==> src/hw/pcg_defines.svh <==
/*
  Offsets, field positions, reset values and masks of the peripheral clock gate block.
  Assumes a word-addressed register port where byte address = offset.
*/
`ifndef PCG_DEFINES_SVH
`define PCG_DEFINES_SVH

`define PCG_SYSCTL_BASE      32'h400fe000
`define PCG_RUN_GATE_OFF     12'h104
`define PCG_SLEEP_GATE_OFF   12'h114
`define PCG_DSLP_GATE_OFF    12'h124
`define PCG_RUN_CFG_OFF      12'h060
`define PCG_IRQ_STAT_OFF     12'h200
`define PCG_IRQ_MASK_OFF     12'h204
`define PCG_MODE_OFF         12'h208

`define PCG_BIT_SERIAL0      0
`define PCG_BIT_SERIAL1      1
`define PCG_BIT_SYNC0        4
`define PCG_BIT_SYNC1        5
`define PCG_BIT_ENCODER0     8
`define PCG_BIT_TWO_WIRE0    12
`define PCG_BIT_COMPARATOR0_GATE        24
`define PCG_BIT_COMPARATOR1_GATE        25
`define PCG_BIT_COMPARATOR2_GATE        26
`define PCG_BIT_AUTO_GATING  27

`define PCG_GATE_MASK        32'h07001133
`define PCG_GATE_RESET       32'h00000000
`define PCG_CFG_RESET        32'h00000000
`define PCG_UNITS            9

`define PCG_IRQ_FAULT_BIT    0
`define PCG_IRQ_CHANGE_BIT   1
`define PCG_IRQ_MASK_BITS    32'h00000003
`endif

==> src/hw/pcg_pkg.sv <==
/*
  Types of the peripheral clock gate block.
  Assumes pcg_defines.svh is compiled alongside.
*/
package pcg_pkg;

  typedef enum logic [1:0]
  {
    PCG_MODE_RUN   = 2'h0,
    PCG_MODE_SLEEP = 2'h1,
    PCG_MODE_DEEP  = 2'h2
  } pcg_mode_type;

  typedef struct packed
  {
    logic [31:0]  run_gate;
    logic [31:0]  sleep_gate;
    logic [31:0]  dslp_gate;
    logic         auto_gating;
    logic [8:0]   unit_en;
    logic [31:0]  rdata;
    logic         fault;
    logic [1:0]   irq_stat;
    logic [1:0]   irq_mask;
    logic         irq;
  } pcg_state_type;

endpackage : pcg_pkg

==> src/hw/pcg_top.sv <==
/*
  Peripheral clock gating, first register set: run, sleep and deep-sleep gate
  registers, gate selection by power mode, bus fault check for gated units.
  Assumes one clock, a synchronous power-mode input from the power controller
  and a one-cycle peripheral access strobe from the bus fabric.
*/
// Added by the designer: the strobed register port.
// Function
// - Each unit is clocked only while its applied gate bit is one.
// - Access to a unit whose gate is off answers with a bus fault.
// - All gate bits reset to zero, every unit unclocked.
// - Three identical gate registers: run, sleep, deep sleep, by power mode.
// - Sleep and deep-sleep registers apply only with automatic gating selected.
// - Deep-sleep gate register sits at offset 0x124, read and write.
// - Bit 1 gates serial port 1, read/write, resets zero.
// - Bit 0 gates serial port 0, read/write, resets zero.
// - Reserved bits are read-only zero; software preserves them.
// - Bits without a unit affect no clock.
`include "pcg_defines.svh"

module pcg_top
#(
  parameter int unsigned UNITS = `PCG_UNITS
)
(
  // Clock and reset
  input  wire logic                 clock,
  input  wire logic                 resetn,
  // Register port
  input  wire logic [11:0]          reg_addr,
  input  wire logic [31:0]          reg_wdata,
  input  wire logic                 reg_write,
  input  wire logic                 reg_read,
  output logic      [31:0]          reg_rdata,
  // Power mode and peripheral access check
  input  wire logic [1:0]           power_mode,
  input  wire logic                 unit_access,
  input  wire logic [3:0]           unit_select,
  output logic                      unit_fault,
  // Unit clock enables and interrupt
  output logic      [UNITS-1:0]     unit_clock_en,
  output logic                      irq
);

  pcg_pkg::pcg_state_type st_q;
  pcg_pkg::pcg_state_type st_d;

  // Packs the implemented gate bits into the unit enable order
  function automatic logic [8:0] pcg_units(input logic [31:0] g);
    pcg_units = {g[`PCG_BIT_COMPARATOR2_GATE], g[`PCG_BIT_COMPARATOR1_GATE], g[`PCG_BIT_COMPARATOR0_GATE],
                 g[`PCG_BIT_TWO_WIRE0], g[`PCG_BIT_ENCODER0],
                 g[`PCG_BIT_SYNC1], g[`PCG_BIT_SYNC0],
                 g[`PCG_BIT_SERIAL1], g[`PCG_BIT_SERIAL0]};
  endfunction : pcg_units

  logic [31:0]  wgate;
  logic [31:0]  sel_gate;
  logic [8:0]   new_en;
  logic [1:0]   events;

  always_comb
  begin
    st_d     = st_q;
    wgate    = reg_wdata & `PCG_GATE_MASK;
    events   = 2'h0;
    if (reg_write)
    begin
      case (reg_addr)
        `PCG_RUN_GATE_OFF:   st_d.run_gate = wgate;
        `PCG_SLEEP_GATE_OFF: st_d.sleep_gate = wgate;
        `PCG_DSLP_GATE_OFF:  st_d.dslp_gate = wgate;
        `PCG_RUN_CFG_OFF:    st_d.auto_gating = reg_wdata[`PCG_BIT_AUTO_GATING];
        `PCG_IRQ_MASK_OFF:   st_d.irq_mask = reg_wdata[1:0];
        `PCG_IRQ_STAT_OFF:   st_d.irq_stat = st_q.irq_stat & ~reg_wdata[1:0];
        default:             st_d.irq_stat = st_d.irq_stat;
      endcase
    end
    st_d.rdata = 32'h00000000;
    if (reg_read)
    begin
      case (reg_addr)
        `PCG_RUN_GATE_OFF:   st_d.rdata = st_q.run_gate;
        `PCG_SLEEP_GATE_OFF: st_d.rdata = st_q.sleep_gate;
        `PCG_DSLP_GATE_OFF:  st_d.rdata = st_q.dslp_gate;
        `PCG_RUN_CFG_OFF:    st_d.rdata = {4'h0, st_q.auto_gating, 27'h0000000};
        `PCG_IRQ_STAT_OFF:   st_d.rdata = {30'h00000000, st_q.irq_stat};
        `PCG_IRQ_MASK_OFF:   st_d.rdata = {30'h00000000, st_q.irq_mask};
        `PCG_MODE_OFF:       st_d.rdata = {30'h00000000, power_mode};
        default:             st_d.rdata = 32'h00000000;
      endcase
    end
    // Mode picks the applied register only under automatic gating
    case (pcg_pkg::pcg_mode_type'(power_mode))
      pcg_pkg::PCG_MODE_SLEEP: sel_gate = st_q.auto_gating ? st_q.sleep_gate
                                                           : st_q.run_gate;
      pcg_pkg::PCG_MODE_DEEP:  sel_gate = st_q.auto_gating ? st_q.dslp_gate
                                                           : st_q.run_gate;
      default:                 sel_gate = st_q.run_gate;
    endcase
    // Registered enable changes only at a clock edge, so no partial pulse
    new_en = pcg_units(sel_gate);
    st_d.unit_en = new_en;
    events[1] = (new_en != st_q.unit_en);
    // Fault when the addressed unit is not clocked
    st_d.fault = 1'b0;
    if (unit_access)
    begin
      if (unit_select >= 4'(UNITS))
        st_d.fault = 1'b1;
      else
        st_d.fault = ~st_q.unit_en[unit_select];
    end
    events[0] = st_d.fault;
    st_d.irq_stat = st_d.irq_stat | events;
    st_d.irq = |(st_d.irq_stat & st_d.irq_mask);
  end

  always_ff @(posedge clock or negedge resetn)
  begin
    if (!resetn)
    begin
      st_q             <= '0;
      st_q.run_gate    <= `PCG_GATE_RESET;
      st_q.sleep_gate  <= `PCG_GATE_RESET;
      st_q.dslp_gate   <= `PCG_GATE_RESET;
      st_q.auto_gating <= 1'b0;
    end
    else
      st_q <= st_d;
  end

  assign reg_rdata     = st_q.rdata;
  assign unit_fault    = st_q.fault;
  assign unit_clock_en = st_q.unit_en[UNITS-1:0];
  assign irq           = st_q.irq;

endmodule : pcg_top

==> config.mk <==
export PLATFORM = sky130hd
export DESIGN_NAME = pcg_top
export DESIGN_NICKNAME = d
export VERILOG_FILES = /design/src/hw/pcg_pkg.sv /design/src/hw/pcg_top.sv
export VERILOG_INCLUDE_DIRS = /design/src /design/src/hw
export SDC_FILE = /design/constraint.sdc
export NUM_CORES = 1
export LEC_CHECK = 0
export BUFFER_PORTS_ARGS = -buffer_cell sky130_fd_sc_hd__buf_2
export CAP_MARGIN = 30
export CORE_MARGIN = 2
export CORE_UTILIZATION = 45
export CTS_CLUSTER_DIAMETER = 200
export DETAILED_ROUTE_END_ITERATION = 10
export PLACE_DENSITY = 0.84
export SLEW_MARGIN = 20
export SYNTH_ARGS = -nofsm -noshare
export SYNTH_HDL_FRONTEND = slang
export SYNTH_SLANG_ARGS = --single-unit
==> constraint.sdc <==
create_clock -name clock -period 5.7 [get_ports clock]
set_clock_uncertainty 0.2 [all_clocks]
set_input_delay 0.285 -clock clock [delete_from_list [all_inputs] [get_ports clock]]
set_output_delay 0.285 -clock clock [all_outputs]
set_load 0.005 [all_outputs]
==> results of run 1 <==
## worst min path at each step
stage | endpoint | slack (ns)
after floorplan | irq | -0.21
after global placement | st_q[124] | 0.24
after detailed placement | st_q[124] | 0.25
after CTS | st_q[47] | 0.01
after global routing | st_q[47] | 0.02
final | st_q[47] | 0.009
## power groups by stage
stage	Sequential, µW	Combinational (µW)	Clock, µW
final	379	49.6	204
after global routing	379	56.4	224
after CTS	379	49.9	210
after detailed placement	386	49.1	0
after global placement	386	47.1	0
after floorplan	386	30.8	0
## area by class of cell
type,count,area [µm²]
clock buffer,5,68.82
fill,568,3173
sequential,53,1326
timing repair buffer,56,287.8
tap,77,96.34
clock inverter,3,17.52
multi-input combinational,168,1292
inverter,4,15.01
## cells in the final DEF, fill, tap and decap left out, types with 3 or more instances in the layout
cell type   n
a222oi_1    9
a22oi_1     9
a31oi_1     3
and3_1      3
buf_2      54
clkbuf_8    5
conb_1     22
dfrtp_1    53
inv_1       4
mux2_2     30
nand2_1    18
nand2b_1    4
nand3_1     5
nor2_1      9
o21ai_0     3
o2bb2ai_1   5
or3_1       3
xor2_1      5
## through the flow
stage	util	hold WS [ns]	total power, µW	instances
after floorplan	-	-0.2106	416.7	270
after global placement	0.4784	0.2359	433.0	356
after detailed placement	0.4784	0.2454	435.2	356
after CTS	0.4937	0.01029	638.0	365
after global routing	0.4945	0.01692	658.9	366
final	0.4945	0.008784	632.2	366
## cell usage after synthesis (4+ instances only)
cell,n,share of area
mux2_2,30,0.12
nand2_1,18,0.023
xor2_1,5,0.015
buf_4,41,0.11
nand2b_1,4,0.0087
a22oi_1,9,0.023
a222oi_1,9,0.031
nand3_1,5,0.0087
o2bb2ai_1,5,0.015
dfrtp_1,53,0.46
inv_1,4,0.0052
nor2_1,9,0.012
## metal layers
layer / routed length (µm) / track usage
met5: 0 / 0
met4: 50 / 0.04252
met3: 358 / 0.03759
met2: 3176 / 0.3167
met1: 2537 / 0.2321
## flip-flops by register name (all words and copies together) (netlist names)
register / cells
st_q: 32
reg_rdata: 10
unit_clock_en: 9
irq: 1
unit_fault: 1
## logic make-up after synthesis
kind of cell | share of synthesized area
buf+inv | 0.1185
mux | 0.1337
flops | 0.4603
compound gates | 0.1168
xor+xnor | 0.02128
fa+ha+maj | 0.008683
simple gates | 0.1394
other cells | 0.001301
==> metrics.txt, run 1 <==
outcome finished, final reports clean; Mapped Cells 249; largest net degree at the start of global routing 54; maximum vdd drop 117.6 µV; combinational share of power 0.079; Initial Utilization 0.4590; layout cell share with drive strength beyond 1 0.3841; Rows 29; Post-synth EDFFs 0; hpwl dp 4488 µm; Max-cap violations 0; min-delay src reg_wdata[27]; count of cell types in the netlist 48; CP arrival 2.78 ns; RSZ-0062 raised after global routing no; Crit Path Class in2reg; initial antenna violation count 0; CTS Hold Bufs 1; mapped cell area 0.002882 mm²; DR pass1 iterations 4; Final min period 2.800 ns; most common flop cell mapped by yosys dfrtp_1; Critical Path RT 5.68 ns; n_diodes 0; total die area 0.007059 mm²; switching pwr 152.1 µW; Design Area, Final 0.003104 mm²; CP max FO 11; P_leak 0.001584 µW; post_cts resized 0; Critical Path Max Stage Delay 0.54 ns; CP Launch Type input pin; Yosys Warn Count 0; via count 2037; pwr dens 203.7 mW/mm²; critical-path cell with the highest stage delay or4_1; Final Max Slew Viols 0; DRC violations left 0; Setup WS post-layout 2.900 ns; Setup Fix Bufs, Post-CTS 0; clock slew at reported path FFs 0.09 ns; syn_area_per_cell 11.57 µm²; TritonCTS Buffers 5; Int Pwr 480.1 µW; Reg power frac 0.599; Worst Path Buf+Inv 2; Clock Tree Root clkbuf_8; critical path capture point irq; clk_lat worst skew 0.30 ns; DR WL/cell 16.73 µm; CTS tree yes; FF-to-FF Start st_q[47]; Post-synth ARST share 1.000; Area growth, synth to finish 7.729%; Sw Share 0.2406; CP endpoint kind flop; clock group share of total power 0.323; Total Wirelength 6123 µm; critical path depth 9; worst-margin pin slew 0.7308 ns; Critical Path Source power_mode[0]; Sink Count 53; vias in the first global route 2079; I/O Buffers 53; DR iter-0 viols 229; first-pass GRT wire length 10350 µm; Tcrit/Tclk final 0.4912; FF-to-FF setup slack 3.02 ns; die width 84.02 µm; Placer Congestion 0.8458; antenna viol nets, final 0; RR Endpoint irq; nets 345; GRT Residual Overflow 0; Yosys reg bits 53; htree depth 2; cell family with most CP delay simple AND/OR/NAND/NOR gates; max_slew headroom 0.5107; overall routing resource usage 0.1819; crit path cell chain buf_2, inv_1, ha_1, nand2b_1, or2_2, and3_1, or4_1, o41ai_1, nand3_1; IO Count 98; HP Class in2reg; WHS Path Cells 2; Final Hold Fails 0; Setup TNS Final 0 ns; Chip Height 84.02 µm; Core ar. 0.006277 mm²; register area share after synthesis 0.4603; worst slack, placed 2.597 ns; Final Setup Violations 0; clock buffer depth 2; Post-DP Area 0.003003 mm²; vias per cell 5.566; Reg2Reg Depth 6; FMAX 357.2 MHz
(Power assumes the default switching activity.)
==> inputs of run 2 (changes only) <==
PLACE_DENSITY = 0.87   (was 0.84)
clock period = 2.4 ns   (was 5.7 ns; I/O delays follow)
==> metrics.txt, run 2 (synthesized netlist as in run 1, its figures left out) <==
total die area 0.007059 mm² (unchanged); I/O Buffers 53 (unchanged); CP arrival 2.24 ns (-0.54 ns); RSZ-0062 raised after global routing no; Final Max Slew Viols 0 (unchanged); most frequent cells in the layout buf_2 (54), dfrtp_1 (53), mux2_2 (30); commonest non-fill, non-tap cell in the layout buf_2; clk_lat worst skew 0.31 ns (about the same); IO Count 98 (unchanged); Total Wirelength 6349 µm (+3.7%); Core ar. 0.006277 mm² (unchanged); DR pass1 iterations 4 (unchanged); pwr dens 457.3 mW/mm² (+120%); outcome finished, final reports clean; vias in the first global route 2157 (+3.8%); Fill cells 534 (-6.0%); Chip Height 84.02 µm (unchanged); max reg flops 32 (unchanged); Tcrit/Tclk final 0.9407; overall routing resource usage 0.1850 (+0.003043); final core occ 0.5420 (+0.04744); Final min period 2.258 ns; Final Hold Fails 0 (unchanged); DRC violations left 0 (unchanged); CP Launch Type flop; Setup WS post-layout 0.1423 ns (-2.758 ns); CTS tree yes; post_cts resized 0 (unchanged); n_diodes 0 (unchanged); vias per cell 5.506 (-1.1%); FF-to-FF Start st_q[47]; HP Class in2reg; Clock Tree Root clkbuf_8; Area growth, synth to finish 18.06%; layout cell share with drive strength beyond 1 0.4063 (+0.02217); min-delay src reg_write; DR WL/cell 15.99 µm (-4.4%); Reg with most FFs st_q; CP endpoint kind flop; DR iter-0 viols 194 (-15%); first-pass GRT wire length 10440 µm (+0.86%); initial antenna violation count 0 (unchanged); largest net degree at the start of global routing 28 (-48%); htree depth 2 (unchanged); Max-cap violations 0 (unchanged); Critical Path Source st_q[47]; hpwl dp 4751 µm (+5.9%); Post-DP Area 0.003147 mm² (+4.8%); Placer Congestion 0.8677 (+2.6%); Rows 29 (unchanged); Crit Path Class reg2reg; Final Setup Violations 0 (unchanged); CP max FO 5 (-6); nets 376 (+9.0%); Initial Utilization 0.4590 (unchanged); antenna viol nets, final 0 (unchanged); Setup TNS Final 0 ns (unchanged); Design Area, Final 0.003402 mm² (+9.6%); die width 84.02 µm (unchanged); worst slack, placed -0.1071 ns (-2.704 ns); FMAX 442.9 MHz; TritonCTS Buffers 5 (unchanged); clock buffer depth 2 (unchanged); maximum vdd drop 361.0 µV (+210%); GRT Residual Overflow 0 (unchanged); via count 2186 (+7.3%); Critical Path RT 2.38 ns (-3.30 ns); P_leak 0.001733 µW (+9.4%); Sink Count 53 (unchanged); clock slew at reported path FFs 0.09 ns (about the same)
[run 2: cell types whose count changed in the layout (fill, tap and decap cells not counted), sizes merged]
cell and change:
buf +16, dlygate4sd3 +15, clkinv -1, inv +1
[run 2: area by class of cell]
cell class	instances	area [µm²]	share of cell area
Clock buffer	5	68.82	0.02023
Sequential cell	53	1326	0.3898
Clock inverter	3	21.27	0.006252
Tap cell	77	96.34	0.02832
Timing Repair Buffer	87	558.0	0.1640
Multi-Input combinational cell	168	1316	0.3869
Inverter	4	15.01	0.004413
[run 2: repair_timing]
item                       4_1_cts  5_1_grt
hold endpoints to repair        88        0
hold buffers                    16        0
setup endpoints to repair        0        1
setup buffers                    0        0
[run 2: metrics by stage]
step | hold WS [ns] | instances | total power [µW]
after global routing | 0.05443 | 397 | 1615
after global placement | -0.2585 | 372 | 1039
final | 0.02360 | 397 | 1556
after CTS | 0.01644 | 396 | 1566
after floorplan | -0.3756 | 270 | 991.9
after detailed placement | -0.2578 | 372 | 1045
[run 2: critical path, cell delays in order (launching register included)]
cell and delay (ns):
dfrtp_1 0.40, nand2b_1 0.12, or2_2 0.32, and3_1 0.16, or4_4 0.52, o41ai_2 0.32, nand3_1 0.10
[run 2: worst paths after layout]
kind	cells after the start	slack [ns]	to
max	6	0.14	irq
min in group asynchronous	3	0.15	st_q[85]
min	3	0.02	st_q[47]
max reg2reg	6	0.14	irq
min reg2reg	1	0.35	st_q[72]
max in group asynchronous	3	1.29	reg_rdata[0]
[run 2: power breakdown]
part / switching, µW / internal, µW
clock: 300 / 208
combinational: 82.6 / 66.8
sequential: 2.79 / 896
[run 2: routing by layer]
layer / up-vias / share of wire / track usage
li1: 996 / - / -
met3: 15 / 0.063 / 0.03165
met1: 1085 / 0.42 / 0.2474
met4: 0 / 0.023 / 0.05718
met2: 90 / 0.50 / 0.3066
met5: - / 0 / 0
==> inputs of run 3 (changes only) <==
PLACE_DENSITY = 0.84   (was 0.87)
clock period = 2.7 ns   (was 2.4 ns; I/O delays follow)
==> metrics.txt, run 3 (synthesized netlist as in run 1, its figures left out) <==
outcome finished, final reports clean; P_leak 0.001704 µW (-1.7%); Final Setup Violations 0 (unchanged); Core ar. 0.006277 mm² (unchanged); I/O Buffers 53 (unchanged); CTS tree yes; Tcrit/Tclk final 0.9348 (-0.005867); Critical Path RT 2.74 ns (+0.36 ns); first-pass GRT wire length 10240 µm (-1.9%); die width 84.02 µm (unchanged); antenna viol nets, final 0 (unchanged); Crit Path Class reg2reg; switching pwr 315.0 µW (-18%); total power 1347 µW (-13%); RSZ-0062 raised after global routing no; Final Max Slew Viols 0 (unchanged); CP Launch Type flop; Initial Utilization 0.4590 (unchanged); Sink Count 53 (unchanged); CP max FO 3 (-2); Chip Height 84.02 µm (unchanged); DR iter-0 viols 187 (-3.6%); hpwl dp 4641 µm (-2.3%); IO Count 98 (unchanged); maximum vdd drop 200.9 µV (-44%); WHS 0.02715 ns (+0.003549 ns); overall routing resource usage 0.1802 (-0.004775); n_diodes 0 (unchanged); Int Pwr 1032 µW (-12%); largest net degree at the start of global routing 54 (+93%); max_slew headroom 0.5600; Max-cap violations 0 (unchanged); DR pass1 iterations 4 (unchanged); HP Class in2reg; Placed Cells incl. Taps 367 (-1.3%); vias per cell 5.500 (-0.11%); total die area 0.007059 mm² (unchanged); Placer Congestion 0.8728 (+0.59%); clk_lat worst skew 0.30 ns (about the same); via count 2145 (-1.9%); combinational share of power 0.093 (-0.003); FMAX 396.2 MHz (-11%); Total Wirelength 6209 µm (-2.2%); Sw Share 0.2338 (-0.01365); worst-margin pin slew 0.6600 ns; vias in the first global route 2129 (-1.3%); Area growth, synth to finish 15.63%; pwr dens 404.3 mW/mm² (-12%); most frequent cells in the layout buf_2 (53), dfrtp_1 (53), mux2_2 (30); clock group share of total power 0.313 (-0.013); Setup TNS Final 0 ns (unchanged); Final min period 2.524 ns (+0.2664 ns); Reg power frac 0.593 (+0.015); layout cell share with drive strength beyond 1 0.3866 (-0.01967); Finished Layout Cells 390 (-1.8%); DR WL/cell 15.92 µm (-0.45%); CP arrival 2.57 ns (+0.33 ns); Reg with most FFs st_q; Rows 29 (unchanged); Final Hold Fails 0 (unchanged); max reg flops 32 (unchanged); clock buffer depth 2 (unchanged); CP endpoint kind flop; Setup Fix Bufs, Post-CTS 0 (unchanged); htree depth 2 (unchanged); final core occ 0.5308 (-0.01116); TritonCTS Buffers 5 (unchanged); initial antenna violation count 0 (unchanged); nets 370 (-1.6%); clock slew at reported path FFs 0.09 ns (about the same); Clock Tree Root clkbuf_8; DRC violations left 0 (unchanged); GRT Residual Overflow 0 (unchanged)
[run 3: cell count changes in the layout (fill, tap and decap cells not counted), sizes merged]
| cell | before | now |
|---|---|---|
| clkbuf | 5 | 7 |
| buf | 71 | 65 |
| inv | 5 | 4 |
| clkinvlp | 1 | 0 |
| dlygate4sd3 | 16 | 15 |
[run 3: timing repair]
action / 4_1_cts / 5_1_grt
setup endpoints to repair: 0 / 1
hold buffers: 15 / 0
gates resized for setup: 0 / 1
hold endpoints to repair: 86 / 0
[run 3: power by group through the flow]
stage / Clock [µW] / Combinational (µW) / Sequential [µW]
global placement: 0 / 104 / 815
detailed placement: 0 / 108 / 815
global route: 468 / 140 / 800
floorplan: 0 / 65.0 / 815
CTS: 433 / 126 / 799
finish: 422 / 126 / 799
[run 3: critical path, cell delays in order, from the launching register on]
cell,delay [ns]
dfrtp_1,0.43
mux4_2,0.48
nand2b_1,0.08
nand3_1,0.07
dlygate4sd3_1,0.59
nand2_1,0.07
dlygate4sd3_1,0.54
[run 3: stage by stage]
step	area (µm²)	setup WS (ns)
2_1_floorplan	2960	0.2620
5_1_grt	3332	0.05762
3_3_place_gp	3085	0.06232
4_1_cts	3317	0.1443
6_report	3332	0.1760
3_5_place_dp	3085	0.04896
[run 3: routing by layer]
metal | global-route usage | up-vias | routed length [µm]
met5 | 0 | - | 0
met4 | 0.06745 | 0 | 99
met3 | 0.03363 | 11 | 326
met2 | 0.3102 | 85 | 3157
met1 | 0.2240 | 1070 | 2625
li1 | - | 979 | -
[run 3: path summary, 6_finish.rpt]
| path | start | to | slack [ns] | cells after the start |
|---|---|---|---|---|
| max | unit_clock_en[6] | unit_fault | 0.18 | 6 |
| min | unit_select[3] | st_q[3] | 0.03 | 3 |
| max reg2reg | unit_clock_en[6] | unit_fault | 0.18 | 6 |
| min reg2reg | st_q[106] | st_q[106] | 0.34 | 1 |
| max in group asynchronous | resetn | unit_clock_en[3] | 1.58 | 3 |
| min in group asynchronous | resetn | st_q[124] | 0.28 | 3 |
[run 3: final cells by class]
type | count | area [µm²]
well taps | 77 | 96.34
inverters | 4 | 15.01
fillers | 559 | 2945
clock inverters | 1 | 8.758
multi-input cells | 168 | 1300
flip-flops and latches | 53 | 1326
clock buffers | 6 | 72.57
repair buffers | 81 | 513.0
